### src/design/aacx_defs.vh
// Constants for the add, and, call and clear execution block
`ifndef AACX_DEFS_VH
`define AACX_DEFS_VH

// Operation codes (3 bits)
`define AACX_OP_NONE 3'h0
`define AACX_OP_ADD 3'h1
`define AACX_OP_AND 3'h2
`define AACX_OP_CALL 3'h3
`define AACX_OP_CLR 3'h4

// Flag bit positions in the status vector
`define AACX_FLG_C 0
`define AACX_FLG_AC 1
`define AACX_FLG_Z 2
`define AACX_FLG_OV 3

// Reset values
`define AACX_WREG_RST 8'h00
`define AACX_FLAGS_RST 4'h0
`define AACX_PC_RST 12'h000
`define AACX_CLR_VAL 8'h00

// Machine cycles of a call
`define AACX_CALL_CYCLES 2

`endif

### src/design/aacx_exec.v
// Execution datapath for addition, AND, call and clear-memory operations
`timescale 1ns/100ps
// Summary of operation
// - Add with carry, result to working register
// - Add with carry, result to memory byte
// - Add memory operand without carry, into register
// - Add immediate without carry, into register
// - Add without carry, result to memory byte
// - AND memory into register, only zero flag
// - AND immediate into register, only zero flag
// - AND result to memory, only zero flag
// - Call pushes next address, loads target
// - Call takes two cycles, flags unchanged
// - Clear writes zero to byte, flags unchanged
`include "aacx_defs.vh"

module aacx_exec #(
	parameter DW = 8,
	parameter PCW = 12
) (
	input wire i_clk,
	input wire i_rst,
	input wire i_valid,
	input wire [2:0] i_op,
	input wire i_use_carry,
	input wire i_use_imm,
	input wire i_to_mem,
	input wire [DW-1:0] i_imm,
	input wire [DW-1:0] i_mem_rdata,
	input wire [PCW-1:0] i_pc,
	input wire [PCW-1:0] i_target,
	output wire o_busy,
	output wire o_done,
	output reg o_mem_we,
	output reg [DW-1:0] o_mem_wdata,
	output reg o_push,
	output reg [PCW-1:0] o_push_data,
	output reg o_pc_load,
	output reg [PCW-1:0] o_pc_next,
	output wire [DW-1:0] o_working_register,
	output wire o_carry_flag,
	output wire o_half_out_flag,
	output wire o_zero_flag,
	output wire o_signed_wrap_flag
);

////////////////////////////////////////////////////////////////////////////////
// State codes for the two-cycle call
localparam ST_IDLE = 2'h1;
localparam ST_CALL2 = 2'h2;

////////////////////////////////////////////////////////////////////////////////
// State and next values
reg [1:0] state_r;
reg [1:0] state_nxt;
reg [DW-1:0] working_register_r;
reg [DW-1:0] working_register_nxt;
reg [3:0] flags_r;
reg [3:0] flags_nxt;
reg [PCW-1:0] target_r;
reg [PCW-1:0] target_nxt;
reg done_r;
reg done_nxt;
reg mem_we_nxt;
reg [DW-1:0] mem_wdata_nxt;
reg push_nxt;
reg [PCW-1:0] push_data_nxt;
reg pc_load_nxt;
reg [PCW-1:0] pc_next_nxt;

////////////////////////////////////////////////////////////////////////////////
// Request decode
wire start;
wire in_call2;
wire is_add;
wire is_and;
wire is_call;
wire is_clr;
wire is_alu;
wire alu_to_mem;
wire alu_to_reg;

assign in_call2 = (state_r == ST_CALL2);
assign start = i_valid && (state_r == ST_IDLE);
assign is_add = start && (i_op == `AACX_OP_ADD);
assign is_and = start && (i_op == `AACX_OP_AND);
assign is_call = start && (i_op == `AACX_OP_CALL);
assign is_clr = start && (i_op == `AACX_OP_CLR);
assign is_alu = is_add || is_and;
assign alu_to_mem = is_alu && i_to_mem;
assign alu_to_reg = is_alu && !i_to_mem;

////////////////////////////////////////////////////////////////////////////////
// Operand select
wire [DW-1:0] operand;
wire carry_in;

assign operand = i_use_imm ? i_imm : i_mem_rdata;
assign carry_in = i_use_carry & flags_r[`AACX_FLG_C];

////////////////////////////////////////////////////////////////////////////////
// Ripple adder and bitwise AND, one slice per bit
wire [DW:0] carry_chain;
wire [DW-1:0] sum;
wire [DW-1:0] band;

assign carry_chain[0] = carry_in;

genvar gi;
generate
	for (gi = 0; gi < DW; gi = gi + 1) begin : g_bit
		wire a_bit;
		wire b_bit;
		wire prop_bit;
		wire gen_bit;
		assign a_bit = working_register_r[gi];
		assign b_bit = operand[gi];
		assign prop_bit = a_bit ^ b_bit;
		assign gen_bit = a_bit & b_bit;
		assign sum[gi] = prop_bit ^ carry_chain[gi];
		assign carry_chain[gi+1] = gen_bit | (carry_chain[gi] & prop_bit);
		assign band[gi] = gen_bit;
	end
endgenerate

////////////////////////////////////////////////////////////////////////////////
// Flag terms
wire add_carry;
wire add_half;
wire add_zero;
wire add_ovf;
wire and_zero;

assign add_carry = carry_chain[DW];
assign add_half = carry_chain[4];
assign add_zero = (sum == {DW{1'h0}});
assign add_ovf = carry_chain[DW] ^ carry_chain[DW-1];
assign and_zero = (band == {DW{1'h0}});

////////////////////////////////////////////////////////////////////////////////
// Call sequencing
always @* begin
	state_nxt = state_r;
	case (state_r)
		ST_IDLE: begin
			if (is_call) begin
				state_nxt = ST_CALL2;
			end
		end
		ST_CALL2: begin
			state_nxt = ST_IDLE;
		end
		default: begin
			state_nxt = ST_IDLE;
		end
	endcase
end

////////////////////////////////////////////////////////////////////////////////
// Working register
always @* begin
	working_register_nxt = working_register_r;
	if (alu_to_reg) begin
		if (is_add) begin
			working_register_nxt = sum;
		end else begin
			working_register_nxt = band;
		end
	end
end

////////////////////////////////////////////////////////////////////////////////
// Status flags, kept by call and clear
always @* begin
	flags_nxt = flags_r;
	if (is_add) begin
		flags_nxt[`AACX_FLG_C] = add_carry;
		flags_nxt[`AACX_FLG_AC] = add_half;
		flags_nxt[`AACX_FLG_Z] = add_zero;
		flags_nxt[`AACX_FLG_OV] = add_ovf;
	end else if (is_and) begin
		flags_nxt[`AACX_FLG_Z] = and_zero;
	end
end

////////////////////////////////////////////////////////////////////////////////
// Data memory write-back
always @* begin
	mem_we_nxt = 1'h0;
	mem_wdata_nxt = o_mem_wdata;
	if (alu_to_mem) begin
		mem_we_nxt = 1'h1;
		if (is_add) begin
			mem_wdata_nxt = sum;
		end else begin
			mem_wdata_nxt = band;
		end
	end else if (is_clr) begin
		mem_we_nxt = 1'h1;
		mem_wdata_nxt = `AACX_CLR_VAL;
	end
end

////////////////////////////////////////////////////////////////////////////////
// Return address push and program counter load
always @* begin
	push_nxt = 1'h0;
	push_data_nxt = o_push_data;
	target_nxt = target_r;
	if (is_call) begin
		push_nxt = 1'h1;
		push_data_nxt = i_pc + {{(PCW-1){1'h0}}, 1'h1};
		target_nxt = i_target;
	end
end

always @* begin
	pc_load_nxt = 1'h0;
	pc_next_nxt = o_pc_next;
	if (in_call2) begin
		pc_load_nxt = 1'h1;
		pc_next_nxt = target_r;
	end
end

////////////////////////////////////////////////////////////////////////////////
// Completion pulse
always @* begin
	done_nxt = 1'h0;
	if (in_call2) begin
		done_nxt = 1'h1;
	end else if (start) begin
		case (i_op)
			`AACX_OP_CALL: begin
				done_nxt = 1'h0;
			end
			default: begin
				done_nxt = 1'h1;
			end
		endcase
	end
end

////////////////////////////////////////////////////////////////////////////////
// Sequencer and status registers
always @(posedge i_clk or posedge i_rst) begin
	if (i_rst) begin
		state_r <= ST_IDLE;
		done_r <= 1'h0;
		target_r <= `AACX_PC_RST;
	end else begin
		state_r <= state_nxt;
		done_r <= done_nxt;
		target_r <= target_nxt;
	end
end

always @(posedge i_clk or posedge i_rst) begin
	if (i_rst) begin
		working_register_r <= `AACX_WREG_RST;
		flags_r <= `AACX_FLAGS_RST;
	end else begin
		working_register_r <= working_register_nxt;
		flags_r <= flags_nxt;
	end
end

////////////////////////////////////////////////////////////////////////////////
// Registered outputs towards memory, stack and program counter
always @(posedge i_clk or posedge i_rst) begin
	if (i_rst) begin
		o_mem_we <= 1'h0;
		o_mem_wdata <= `AACX_CLR_VAL;
	end else begin
		o_mem_we <= mem_we_nxt;
		o_mem_wdata <= mem_wdata_nxt;
	end
end

always @(posedge i_clk or posedge i_rst) begin
	if (i_rst) begin
		o_push <= 1'h0;
		o_push_data <= `AACX_PC_RST;
		o_pc_load <= 1'h0;
		o_pc_next <= `AACX_PC_RST;
	end else begin
		o_push <= push_nxt;
		o_push_data <= push_data_nxt;
		o_pc_load <= pc_load_nxt;
		o_pc_next <= pc_next_nxt;
	end
end

////////////////////////////////////////////////////////////////////////////////
// Output wiring
assign o_busy = in_call2;
assign o_done = done_r;
assign o_working_register = working_register_r;
assign o_carry_flag = flags_r[`AACX_FLG_C];
assign o_half_out_flag = flags_r[`AACX_FLG_AC];
assign o_zero_flag = flags_r[`AACX_FLG_Z];
assign o_signed_wrap_flag = flags_r[`AACX_FLG_OV];

endmodule // aacx_exec

### config.mk
export PLATFORM = sky130hd
export DESIGN_NAME = aacx_exec
export DESIGN_NICKNAME = d
export VERILOG_FILES = /design/src/design/aacx_exec.v
export VERILOG_INCLUDE_DIRS = /design/src /design/src/design
export SDC_FILE = /design/constraint.sdc
export NUM_CORES = 1
export LEC_CHECK = 0
export ABC_AREA = 1
export BUFFER_PORTS_ARGS = -buffer_cell sky130_fd_sc_hd__buf_2
export CAP_MARGIN = 20
export CORE_MARGIN = 1.5
export CORE_UTILIZATION = 43
export DETAILED_ROUTE_END_ITERATION = 10
export PLACE_DENSITY = 0.71
export SYNTH_ARGS = -nofsm -noshare
export SYNTH_HDL_FRONTEND = slang
export SYNTH_SLANG_ARGS = --single-unit
### constraint.sdc
create_clock -name i_clk -period 3.4 [get_ports i_clk]
set_input_delay 0.17 -clock i_clk [delete_from_list [all_inputs] [get_ports i_clk]]
set_output_delay 0.17 -clock i_clk [all_outputs]
set_load 0.03 [all_outputs]
Yosys cells after proc, flatten, opt, wreduce, memory -nomap -nowiden
Cells that the tools add are included. Widths: inputs -> output; s select.

Flip-flop bits (word level): 62. Bits of input ports: 49. Output and inout bits: 49.

Add/sub/neg operators: 1. Equality and inequality tests: 7. Muxes and demuxes: 15. Bitwise gates (word level): 42. Reductions and logical operators: 13.

Operators by type and width (count): $mux 8 (4); $and 1x1->1 (17); $xor 1x1->1 (17); $logic_not 8->1 (2); $add 12x1->12 const B (1); $mux 1 (9); $or 1x1->1 (8); $logic_and 1x1->1 (7); $eq 3x2->1 const B (2); $mux 2 (2); $reduce_bool 2->1 (2); $eq 3x1->1 const B (1); $eq 3x3->1 const B (1); $eq 2x1->1 const B (1); $eq 2x2->1 const B (1); $ne 2x2->1 const B (1); $logic_not 1->1 (1); $logic_or 1x1->1 (1).

Longest topological paths before layout
Gate-level depths: netlist (run 1).

Depth in word-level cells: 19. Depth in mapped cells: 23. Mapped depth without buffers: 23.

Worst setup path before layout (run 1)
OpenSTA, ideal clock, no wires.

Path type: reg2reg. Start: reg flags_r[0]. End: reg flags_r[2]. Library setup time: 117 ps. Data arrival time: 3832 ps. Slack: -549 ps. Stages on the path, launching flop included: 24. Buffers on the path: 0. Clock period less this slack: 3949 ps. Cells stage by stage: dfrtp_1 -> nand2_1 -> inv_1 -> fa_1 -> inv_1 -> fa_1 -> inv_1 -> fa_1 -> fa_1 -> inv_1 -> fa_1 -> inv_1 -> fa_1 -> fa_1 -> inv_1 -> fa_1 -> nand2_1 -> inv_1 -> nand2_1 -> nor2_1 -> nand2_1 -> nand2_1 -> nand2_1 -> nand2_1.

Longest elaborated chain between the ends: 18. Elaborated cells on any way between the ends: 25. Classes of those cells: mux: 1; bitwise: 23; reduce/logical: 1.

Ends and longest elaborated chain: start: declaration (line aacx_exec.v:58) `reg [3:0] flags_r;`; start signal: assignment (line aacx_exec.v:261) `` flags_r <= `AACX_FLAGS_RST; ``; start signal: assignment (line aacx_exec.v:264) `flags_r <= flags_nxt;`; $and 1x1->1 * (line aacx_exec.v:99) `` assign carry_in = i_use_carry & flags_r[`AACX_FLG_C]; ``; $and 1x1->1 * (line aacx_exec.v:121) `assign carry_chain[gi+1] = gen_bit | (carry_chain[gi] & prop_bit);`; $or 1x1->1 * (line aacx_exec.v:121); $and 1x1->1 * (line aacx_exec.v:121); $or 1x1->1 * (line aacx_exec.v:121); $and 1x1->1 * (line aacx_exec.v:121); $or 1x1->1 * (line aacx_exec.v:121); $and 1x1->1 * (line aacx_exec.v:121); [... 1 more ...]; named net add_half (line aacx_exec.v:129) `wire add_half;`; [... 1 more ...]; $or 1x1->1 (line aacx_exec.v:121); $and 1x1->1 (line aacx_exec.v:121); $or 1x1->1 (line aacx_exec.v:121); $and 1x1->1 (line aacx_exec.v:121); $or 1x1->1 (line aacx_exec.v:121); $xor 1x1->1 (line aacx_exec.v:120) `assign sum[gi] = prop_bit ^ carry_chain[gi];`; $logic_not 8->1 * (line aacx_exec.v:136) `assign add_zero = (sum == {DW{1'h0}});`; $mux 1 * (line aacx_exec.v:176) `if (is_add) begin`.

The timed path passes the listed nets; every way through them passes the cells marked *. A chain may end at the register's enable or synchronous reset.

Final worst setup path (run 1)
Same ends and word-level chain as after synthesis.

==> results of run 1 <==
[through the flow]
stage / setup slack (ps) / power [mW]
after floorplan: -351 / 1.20
after global placement: -462 / 1.35
after detailed placement: -580 / 1.36
after CTS: -357 / 1.94
after global routing: -548 / 2.03
final: -351 / 1.92
[cell usage after synthesis (2+ instances only)]
cell / n
buf_4: 2
clkbuf_1: 5
dfrtp_1: 61
fa_1: 8
ha_1: 9
inv_1: 41
inv_2: 4
mux2_2: 5
nand2_1: 172
nand3_1: 20
nand3_2: 2
nand4_1: 2
nor2_1: 22
nor2_2: 5
o21ai_0: 18
o21ai_1: 8
xor2_1: 4
[logic make-up after synthesis]
logic type / count (synthesis)
AOI/OAI and AO/OA: 27
xor gates and xnor gates: 4
adders and majority gates: 17
buffers and inverters: 54
DFF: 62
muxes: 5
and+or+nand+nor: 224
[flip-flops by register name, indices dropped and copies added, names as in the netlist]
name / cells
o_done: 1
o_pc_next: 12
o_mem_we: 1
o_push: 1
state_r: 2
o_pc_load: 1
flags_r: 4
o_working_register: 8
target_r: 12
o_push_data: 12
o_mem_wdata: 8
[worst register-to-register path: stages (launching register included)]
cell and delay (ps):
dfrtp_2 400, nand2_1 60, inv_1 40, fa_2 330
inv_2 70, fa_2 190, inv_2 40, fa_2 330
fa_2 340, inv_2 80, fa_2 200, inv_2 40
fa_2 330, fa_2 350, inv_2 70, fa_1 390
nand2_1 80, inv_1 30, nand2_1 50, nor2_1 40
nand2_1 50, nand2_1 50, nand2_1 50, nand2_1 50
[layer usage]
metal | vias up | GRT usage
met5 | - | 0
met4 | 0 | 0.0952
met3 | 16 | 0.0597
met2 | 104 | 0.335
met1 | 1291 | 0.236
li1 | 1422 | -
[layout make-up]
| class | count | area [um^2] | share of cell area |
|---|---|---|---|
| tap | 99 | 124 | 0.0308 |
| multi-input combinational | 277 | 1420 | 0.354 |
| clock inverter | 4 | 22.5 | 0.00561 |
| sequential | 62 | 1560 | 0.387 |
| inverter | 46 | 174 | 0.0433 |
| timing repair buffer | 109 | 576 | 0.143 |
| clock buffer | 12 | 145 | 0.0361 |
[cell usage in the layout, fill, tap and decap left out, drive strengths merged]
cell type	n
clkinv	4
fa	8
dfstp	1
ha	9
clkinvlp	1
o31ai	1
dfrtp	61
nor2	27
nand4	2
clkbuf	12
nand3	22
inv	45
xor2	4
buf	109
o21ai	26
nand2	173
mux2	5
[timing repair]
item | in CTS | in global routing
resized for setup | 6 | 1
pin swaps | 3 | 2
endpoints found under the setup margin | 6 | 7
setup buffers | 2 | 1
[report_power, final]
part           switching (mW)  total, mW  internal (mW)
Combinational           0.314      0.478          0.164
Clock                   0.281      0.562          0.281
Sequential             0.0514      0.880          0.828
[worst max-delay path by stage]
stage / end / startpoint / slack (ps) / cells past startpoint
6_report: flags_r[2] / flags_r[0] / -350 / 23
5_1_grt: flags_r[2] / flags_r[0] / -550 / 23
4_1_cts: flags_r[2] / flags_r[0] / -360 / 23
3_5_place_dp: flags_r[2] / i_use_imm / -580 / 23
3_3_place_gp: flags_r[2] / i_use_imm / -460 / 23
2_1_floorplan: flags_r[2] / flags_r[0] / -350 / 23
==> results.cfg, run 1 <==
[run_status]
outcome = finished, violations left
violations = negative hold slack, negative setup slack

[worst_setup_path]
crit_type = reg -> reg
crit_slowest_cell = dfrtp_2
path_buf_inv = 7
end_kind = flip-flop
crit_arrival_ps = 3980
critPathMaxFanout = 2
reg2reg_slack_ps = -350
crit_family = adder cells
worstPathRequired_ps = 3630
crit_path_max_incr_delay_ps = 400
reg2reg_to = flags_r[2]
ff2ff_path_depth = 23
crit_chain = nand2_1, inv_1, fa_2, inv_2, fa_2, inv_2, fa_2, fa_2, inv_2, fa_2, inv_2, fa_2, fa_2, inv_2, fa_1, nand2_1, inv_1, nand2_1, nor2_1, nand2_1, nand2_1, nand2_1, nand2_1
r2r_start = flags_r[0]
cp-start-kind = flip-flop

[clocking]
cts.htree.levels = 3
clockBufferDepth = 2
clkTransAtPathRegs_ps = 70
hold_buffers = 0
cts_tree = built
clk_latency_ps = 340
cts.sinks = 62
cts_buffers = 9
root_buffer = clkbuf_8

[finish]
fin_area_um2 = 4020
area_growth_pct = 26.9
drive_above_1_share = 0.310
final_cells = 609
final_util = 0.560
fill_cells = 713
layout.nets = 571
diodes = 0

[detailed_routing]
dr_wl_met2_mm = 3.47
dr.pass1.iters = 4
dr.max_layer_used = met4
via_per_inst = 4.65
drt_wl_total_mm = 7.48
drt_iter0_drc = 130
route.detailed.drc = 0
via_count = 2833
wl_per_cell_um = 12.3
ant_nets = 0
wl_met3_um = 545
wl_met1_mm = 3.27

[grt]
grt_pass1_vias = 2667
overflow = 0
grt_use_total = 0.200
grt_pass1_wl_mm = 11.8
antenna_found_initial = 0
grt_max_degree = 39

[floorplanning]
rows = 31
core_area_um2 = 7180
dieHeight_um = 88.8
initial_utilization = 0.441
die_area_um2 = 7890
die_w_um = 88.8
io-pin-count = 98

[yosys]
synth-edff-count = 0
ys_seq_elements = 62
synth_fp_nets = 459
synth_compound_area_frac = 0.0435
synth_cell_type_count = 22
synth_top_family_by_area = simple AND/OR/NAND/NOR gates
syn_inst = 393
synthAdderAreaFrac = 0.0862
synthArstFlopShare = 1.00
synth-xor-area-share = 0.0111
synth_area_leaders = dfrtp_1 48%, nand2_1 20%, fa_1 5.1%
yosys.area_share.simple = 0.284
syn_avg_cell_area_um2 = 8.05
synth.yosys.seq_area_share = 0.491
yosysTopAreaCell = dfrtp_1
synth_ff_type = dfrtp_1
synthMuxAreaShare = 0.0178
syn_area_um2 = 3170
yosys_warnings = 0
synth_top_area_share = 0.482

[sta]
min_period_ps = 3750
setup_ws_ps = -351
tightest_slew_ps = 797
finalSetupViolCount = 4
skew_ps = 8.84
rsz0062_at_grt = yes
fin_crit_sh = 1.10
drv_slew = 0
relSlewSlack = 0.468
hold_slack_ps = -19.2
hold_viol = 37
fmax_mhz = 267
setup_tns_ps = -927

[power]
ir_drop_mv = 0.258
power_leakage_nw = 2.34
power_density_nw_per_um2 = 478

[placement]
place_congestion = 0.911
dpl.hpwl_mm = 5.61
portBuffers = 97
dp.cells = 590
detailed_place.area_um2 = 3820

[hold_path]
hold_class = in -> async

[flow_run]
cap_violations = 0
No activity file was read; power rests on OpenSTA's default activity.
==> run 2, diff against run 1 <==
Settings changed: CELL_PAD_IN_SITES_DETAIL_PLACEMENT set to 1, CELL_PAD_IN_SITES_GLOBAL_PLACEMENT set to 2, CORE_UTILIZATION 43 to 29, PLACE_DENSITY 0.71 to 0.79.
Clock period 3.4 ns to 3.9 ns, I/O delays scaled along.
==> run 2 against run 1 <==
Net effect:
- the flow now finishes without violations
- non-clock buffer count is 3 lower
- maximum frequency is 0.45% lower
- sequential cell count stayed put
- combinational power down 12%
- hold slack gained 66 ps
- setup slack improved by 480 ps
==> results.cfg, run 2 (synthesis gave the netlist of run 1 again) <==
[grt]
grt_max_degree = 44
grt_pass1_vias = 3007
antenna_found_initial = 0
grt_busiest_layer = met2
grt_pass1_wl_mm = 14.7
grt_util_met1 = 0.192
met2_usage = 0.292
grt_use_total = 0.167
overflow = 0
grtUsageMet3 = 0.0527

[clocking]
clockBufferDepth = 2
cts.sinks = 62
cts_tree = built
cts.htree.levels = 3
cts_buffers = 9
clkTransAtPathRegs_ps = 70
root_buffer = clkbuf_8
clk_latency_ps = 340

[sta]
relSlewSlack = 0.641
finalSetupViolCount = 0
tightest_slew_ps = 533
fmax_mhz = 265
skew_ps = 11.8
min_period_ps = 3770
drv_slew = 0
hold_slack_ps = 46.7
fin_crit_sh = 0.966
rsz0062_at_grt = yes
hold_viol = 0

[detailed_routing]
via_per_inst = 4.49
ant_nets = 0
via_count = 2889
route.detailed.drc = 0
drt_wl_total_mm = 8.94
wl_per_cell_um = 13.9
dr.pass1.iters = 4
drt_iter0_drc = 98

[hold_path]
hold_class = in -> reg

[finish]
reg.largest.list = o_pc_next: 12 flops, o_push_data: 12 flops, target_r: 12 flops
final_cells = 643
diodes = 0
mostFrequentLayoutCells = 171 x nand2_1, 97 x buf_2, 59 x dfrtp_1, 37 x inv_1, 22 x nor2_1
layout.nets = 568
multi_input_area_um2 = 1420
drive_above_1_share = 0.300
area_growth_pct = 28.0
fill_cells = 1358
final_common_cell = nand2_1
regArea_um2 = 1560

[placement]
dpl.hpwl_mm = 6.75
portBuffers = 97
place_congestion = 0.867
dp.cells = 624

[worst_setup_path]
cp-start-kind = flip-flop
cpMostUsedCell = nand2_1
crit_path_max_incr_delay_ps = 430
end_kind = flip-flop
crit_type = reg -> reg
reg2reg_slack_ps = 130
crit_chain = nand2_1, inv_1, fa_2, inv_2, fa_2, inv_1, fa_2, fa_2, inv_2, fa_1, inv_1, fa_2, fa_2, inv_2, fa_1, nand2_1, inv_1, nand2_1, nor2_1, nand2_1, nand2_1, nand2_1, nand2_1
crit_arrival_ps = 4000
crit_slowest_cell = fa_1
critPathMaxFanout = 2
worstPathRequired_ps = 4130

[power]
power.switching_mw = 0.586
pwr-share-seq = 0.458
ir_drop_mv = 0.214
power.internal_mw = 1.09
p_sw_frac = 0.350
p_comb_frac = 0.251
clkPwrFrac = 0.291
power_leakage_nw = 2.34
power_density_nw_per_um2 = 414

[floorplanning]
die_w_um = 107
dieHeight_um = 107
rows = 37
die_area_um2 = 11600
initial_utilization = 0.303
io-pin-count = 98
core_area_um2 = 10500

[flow_run]
cap_violations = 0

[run_status]
outcome = complete, no violations
[run 2: cell types whose count changed in the layout (fill, tap and decap cells not counted), sizes merged]
cell         delta
buf             -4
clkinv          +1
dlygate4sd3     +1
clkinvlp        +1
clkbuf          -2
[run 2: cell type report]
| class | count | area share |
|---|---|---|
| multi-input cells | 277 | 0.350 |
| clock buffers | 10 | 0.0315 |
| flip-flops and latches | 62 | 0.384 |
| well taps | 136 | 0.0420 |
| inverters | 46 | 0.0429 |
| repair buffers | 106 | 0.140 |
| clock inverters | 6 | 0.00957 |
[run 2: per-layer routing]
layer  wire, um  vias up  share of wire
met1       3740     1381           0.42
li1           -     1416              -
met2       4480       78           0.50
met5          0        -              0
met4        166        0          0.019
met3        560       14          0.063
[run 2: path summary, 6_finish.rpt]
| check | startpoint | end | cells after the start |
|---|---|---|---|
| setup / recovery | flags_r[0] | flags_r[2] | 23 |
| hold reg to reg | o_pc_next[1] | o_pc_next[1] | 2 |
| max in group asynchronous | i_rst | state_r[0] | 4 |
| hold / removal | i_target[11] | target_r[11] | 3 |
| setup reg to reg | flags_r[0] | flags_r[2] | 23 |
| min in group asynchronous | i_rst | o_working_register[4] | 3 |
[run 2: critical path, delay by kind of cell, from the launching register on]
family / cells / cell delay [ps]
adders and majority gates: 8 / 2460
and+or+nand+nor: 8 / 410
DFF: 1 / 400
buffers and inverters: 7 / 400
[run 2: power groups by stage]
stage | registers (mW) | logic [mW] | clock network, mW
after global routing | 0.779 | 0.472 | 0.543
after global placement | 0.778 | 0.407 | 0
after floorplan | 0.881 | 0.159 | 0
after detailed placement | 0.780 | 0.416 | 0
after CTS | 0.769 | 0.420 | 0.512
final | 0.768 | 0.420 | 0.488
[run 2: per-stage QoR]
| stage | utilization | worst slack [ps] | instance area, um^2 | TNS [ps] | power, mW |
|---|---|---|---|---|---|
| 3_5_place_dp | 0.366 | -257 | 3830 | -548 | 1.20 |
| 5_1_grt | 0.387 | -99.5 | 4050 | -99.5 | 1.79 |
| 4_1_cts | 0.382 | 15.2 | 4000 | 0 | 1.70 |
| 3_3_place_gp | 0.366 | -140 | 3830 | -193 | 1.18 |
| 2_1_floorplan | - | 38.4 | 3170 | 0 | 1.04 |
| 6_report | 0.387 | 133 | 4050 | 0 | 1.68 |
[run 2: timing repair]
action,CTS,global route
setup endpoints to repair,1,3
endpoints found under the hold margin,0,3
gates resized for setup,3,6
hold buffers,0,1
pin swaps,1,3
setup buffers,0,1
==> run 3, diff against run 2 <==
--- a/config.mk
+++ b/config.mk
@@ -10,10 +10,11 @@
 export BUFFER_PORTS_ARGS = -buffer_cell sky130_fd_sc_hd__buf_2
 export CAP_MARGIN = 20
-export CELL_PAD_IN_SITES_DETAIL_PLACEMENT = 1
-export CELL_PAD_IN_SITES_GLOBAL_PLACEMENT = 2
+export CELL_PAD_IN_SITES_DETAIL_PLACEMENT = 0
+export CELL_PAD_IN_SITES_GLOBAL_PLACEMENT = 1
 export CORE_MARGIN = 1.5
-export CORE_UTILIZATION = 29
+export CORE_UTILIZATION = 37
 export DETAILED_ROUTE_END_ITERATION = 10
 export PLACE_DENSITY = 0.79
+export RECOVER_POWER = 100
 export SYNTH_ARGS = -nofsm -noshare
 export SYNTH_HDL_FRONTEND = slang
==> constraint.sdc (replaced) <==
create_clock -name i_clk -period 3.9 [get_ports i_clk]
set_input_delay 0.585 -clock i_clk [delete_from_list [all_inputs] [get_ports i_clk]]
set_output_delay 0.585 -clock i_clk [all_outputs]
set_load 0.03 [all_outputs]
==> run 3 against run 2 <==
Net effect:
- the run now ends with max-capacitance violations, max-slew violations, negative setup slack left
- cell count shrank 5.0%
- setup slack worse by 160 ps
- global-route usage increased by 1.4 points
- largest cell class unchanged
- via count is 2.7% lower
- first-iteration DRC count unchanged
- count of clock-buffer cells in the layout is 1 lower
- sequential power about the same
- sequential share of layout area up 0.39 points
- non-clock buffer count shrank 1
- combinational power shrank 5.5%
- register-to-register slack is essentially flat
- die area shrank 21%
==> results.cfg, run 3 (synthesis gave the netlist of run 1 again) <==
[run_status]
outcome = finished, violations left
violations = max-capacitance violations, max-slew violations, negative setup slack

[power]
p_comb_frac = 0.222
power.internal_mw = 1.21
power.switching_mw = 0.581
clkPwrFrac = 0.349
power_leakage_nw = 2.21
ir_drop_mv = 0.223
pwr-share-seq = 0.429
power_density_nw_per_um2 = 447
p_sw_frac = 0.325

[detailed_routing]
wl_per_cell_um = 12.5
via_per_inst = 4.60
ant_nets = 0
drt_wl_total_mm = 7.62
route.detailed.drc = 0
via_count = 2812
drt_iter0_drc = 98
dr.pass1.iters = 5

[grt]
grt_pass1_wl_mm = 12.4
antenna_found_initial = 0
grt_pass1_vias = 2738
grt_max_degree = 43
overflow = 0
grt_use_total = 0.182

[placement]
portBuffers = 97
place_congestion = 0.857
dp.cells = 593
dpl.hpwl_mm = 5.72
detailed_place.area_um2 = 3800
pre_cts_ws_ps = -432

[sta]
hold_viol = 0
min_period_ps = 3930
skew_ps = 12.0
fin_crit_sh = 1.01
setup_ws_ps = -28.8
drv_slew = 43
finalSetupViolCount = 1
fmax_mhz = 255
relSlewSlack = -0.0879
tightest_slew_ps = 1630
rsz0062_at_grt = yes

[clocking]
cts.sinks = 62
cts.htree.levels = 3
root_buffer = clkbuf_8
cts_buffers = 9
hold_buffers = 0
clockBufferDepth = 2
cts_tree = built
clkTransAtPathRegs_ps = 80
clk_latency_ps = 340

[finish]
layout.nets = 567
area_growth_pct = 26.5
reg.largest.list = o_pc_next: 12 flops, o_push_data: 12 flops, target_r: 12 flops
drive_above_1_share = 0.219
fill_cells = 852
final_common_cell = nand2_1
final_cells = 611
fin_area_um2 = 4000
diodes = 0
mostFrequentLayoutCells = 171 x nand2_1, 61 x dfrtp_1, 59 x buf_2, 38 x inv_1, 38 x clkbuf_1

[floorplanning]
die_area_um2 = 9120
rows = 33
initial_utilization = 0.383
dieHeight_um = 95.5
core_area_um2 = 8260
io-pin-count = 98
die_w_um = 95.5

[worst_setup_path]
reg2reg_slack_ps = 120
critPathMaxFanout = 2
crit_slowest_cell = fa_1
crit_chain = buf_6, mux2_4, fa_2, inv_2, fa_2, inv_2, fa_2, fa_2, inv_2, fa_2, inv_2, fa_2, fa_2, inv_2, fa_1, nand2_1, inv_1, nand2_1, nor2_1, nand2_1, nand2_1, nand2_1, nand2_1
crit_arrival_ps = 4160
worstPathRequired_ps = 4130
crit_type = in -> reg
cpMostUsedCell = fa_2
cp-start-kind = primary input
ff2ff_path_depth = 23
crit_path_max_incr_delay_ps = 400
end_kind = flip-flop

[hold_path]
hold_class = in -> reg
hold_depth = 3

[flow_run]
cap_violations = 1
[run 3: changes by cell type in the layout (fill, tap and decap cells not counted), sizes merged]
cell / change
clkbuf: +37
clkinvlp: -1
bufinv: +2
dlygate4sd3: -1
buf: -38
[run 3: critical path: cells and delay by family]
family                   cells  cell delay [ps]
adder cells (fa/ha/maj)      8             2500
buffers and inverters        7              410
AND/OR/NAND/NOR              7              370
multiplexers                 1              300
[run 3: worst paths after layout]
kind | endpoint | start
max | flags_r[2] | i_use_imm
min | target_r[0] | i_target[0]
max reg2reg | flags_r[2] | flags_r[0]
min reg2reg | o_pc_next[1] | target_r[1]
max in group asynchronous | target_r[11] | i_rst
min in group asynchronous | flags_r[0] | i_rst
[run 3: timing repair]
item,4_1_cts,5_1_grt
resized for setup,0,6
setup buffers,0,2
pin swaps,4,5
endpoints found under the setup margin,1,3
[run 3: power by group through the flow]
stage          clock, mW  sequential, mW  combinational [mW]
3_5_place_dp           0           0.779               0.410
6_report           0.625           0.769               0.397
2_1_floorplan          0           0.881               0.163
4_1_cts            0.642           0.769               0.411
3_3_place_gp           0           0.778               0.405
5_1_grt            0.670           0.779               0.446
[run 3: layer usage]
metal,track usage,part of all wire,wire length [um]
met1,0.220,0.44,3370
met5,0,0,0
met3,0.0494,0.066,505
met2,0.300,0.47,3610
met4,0.0833,0.017,128
[run 3: layout make-up]
class	count	area [um^2]	share of cell area
Inverter	46	174	0.0434
Tap cell	105	131	0.0328
Clock buffer	9	124	0.0309
Multi-Input combinational cell	277	1420	0.355
Timing Repair Buffer	105	502	0.125
Clock inverter	7	98.8	0.0247
Sequential cell	62	1550	0.388
[run 3: per-stage QoR]
stage	util	power (mW)	setup TNS [ps]	hold slack [ps]
2_1_floorplan	-	1.04	-322	449
3_3_place_gp	0.461	1.18	-956	459
3_5_place_dp	0.461	1.19	-1340	459
4_1_cts	0.488	1.82	0	424
5_1_grt	0.485	1.90	-354	434
6_report	0.485	1.79	-28.8	438
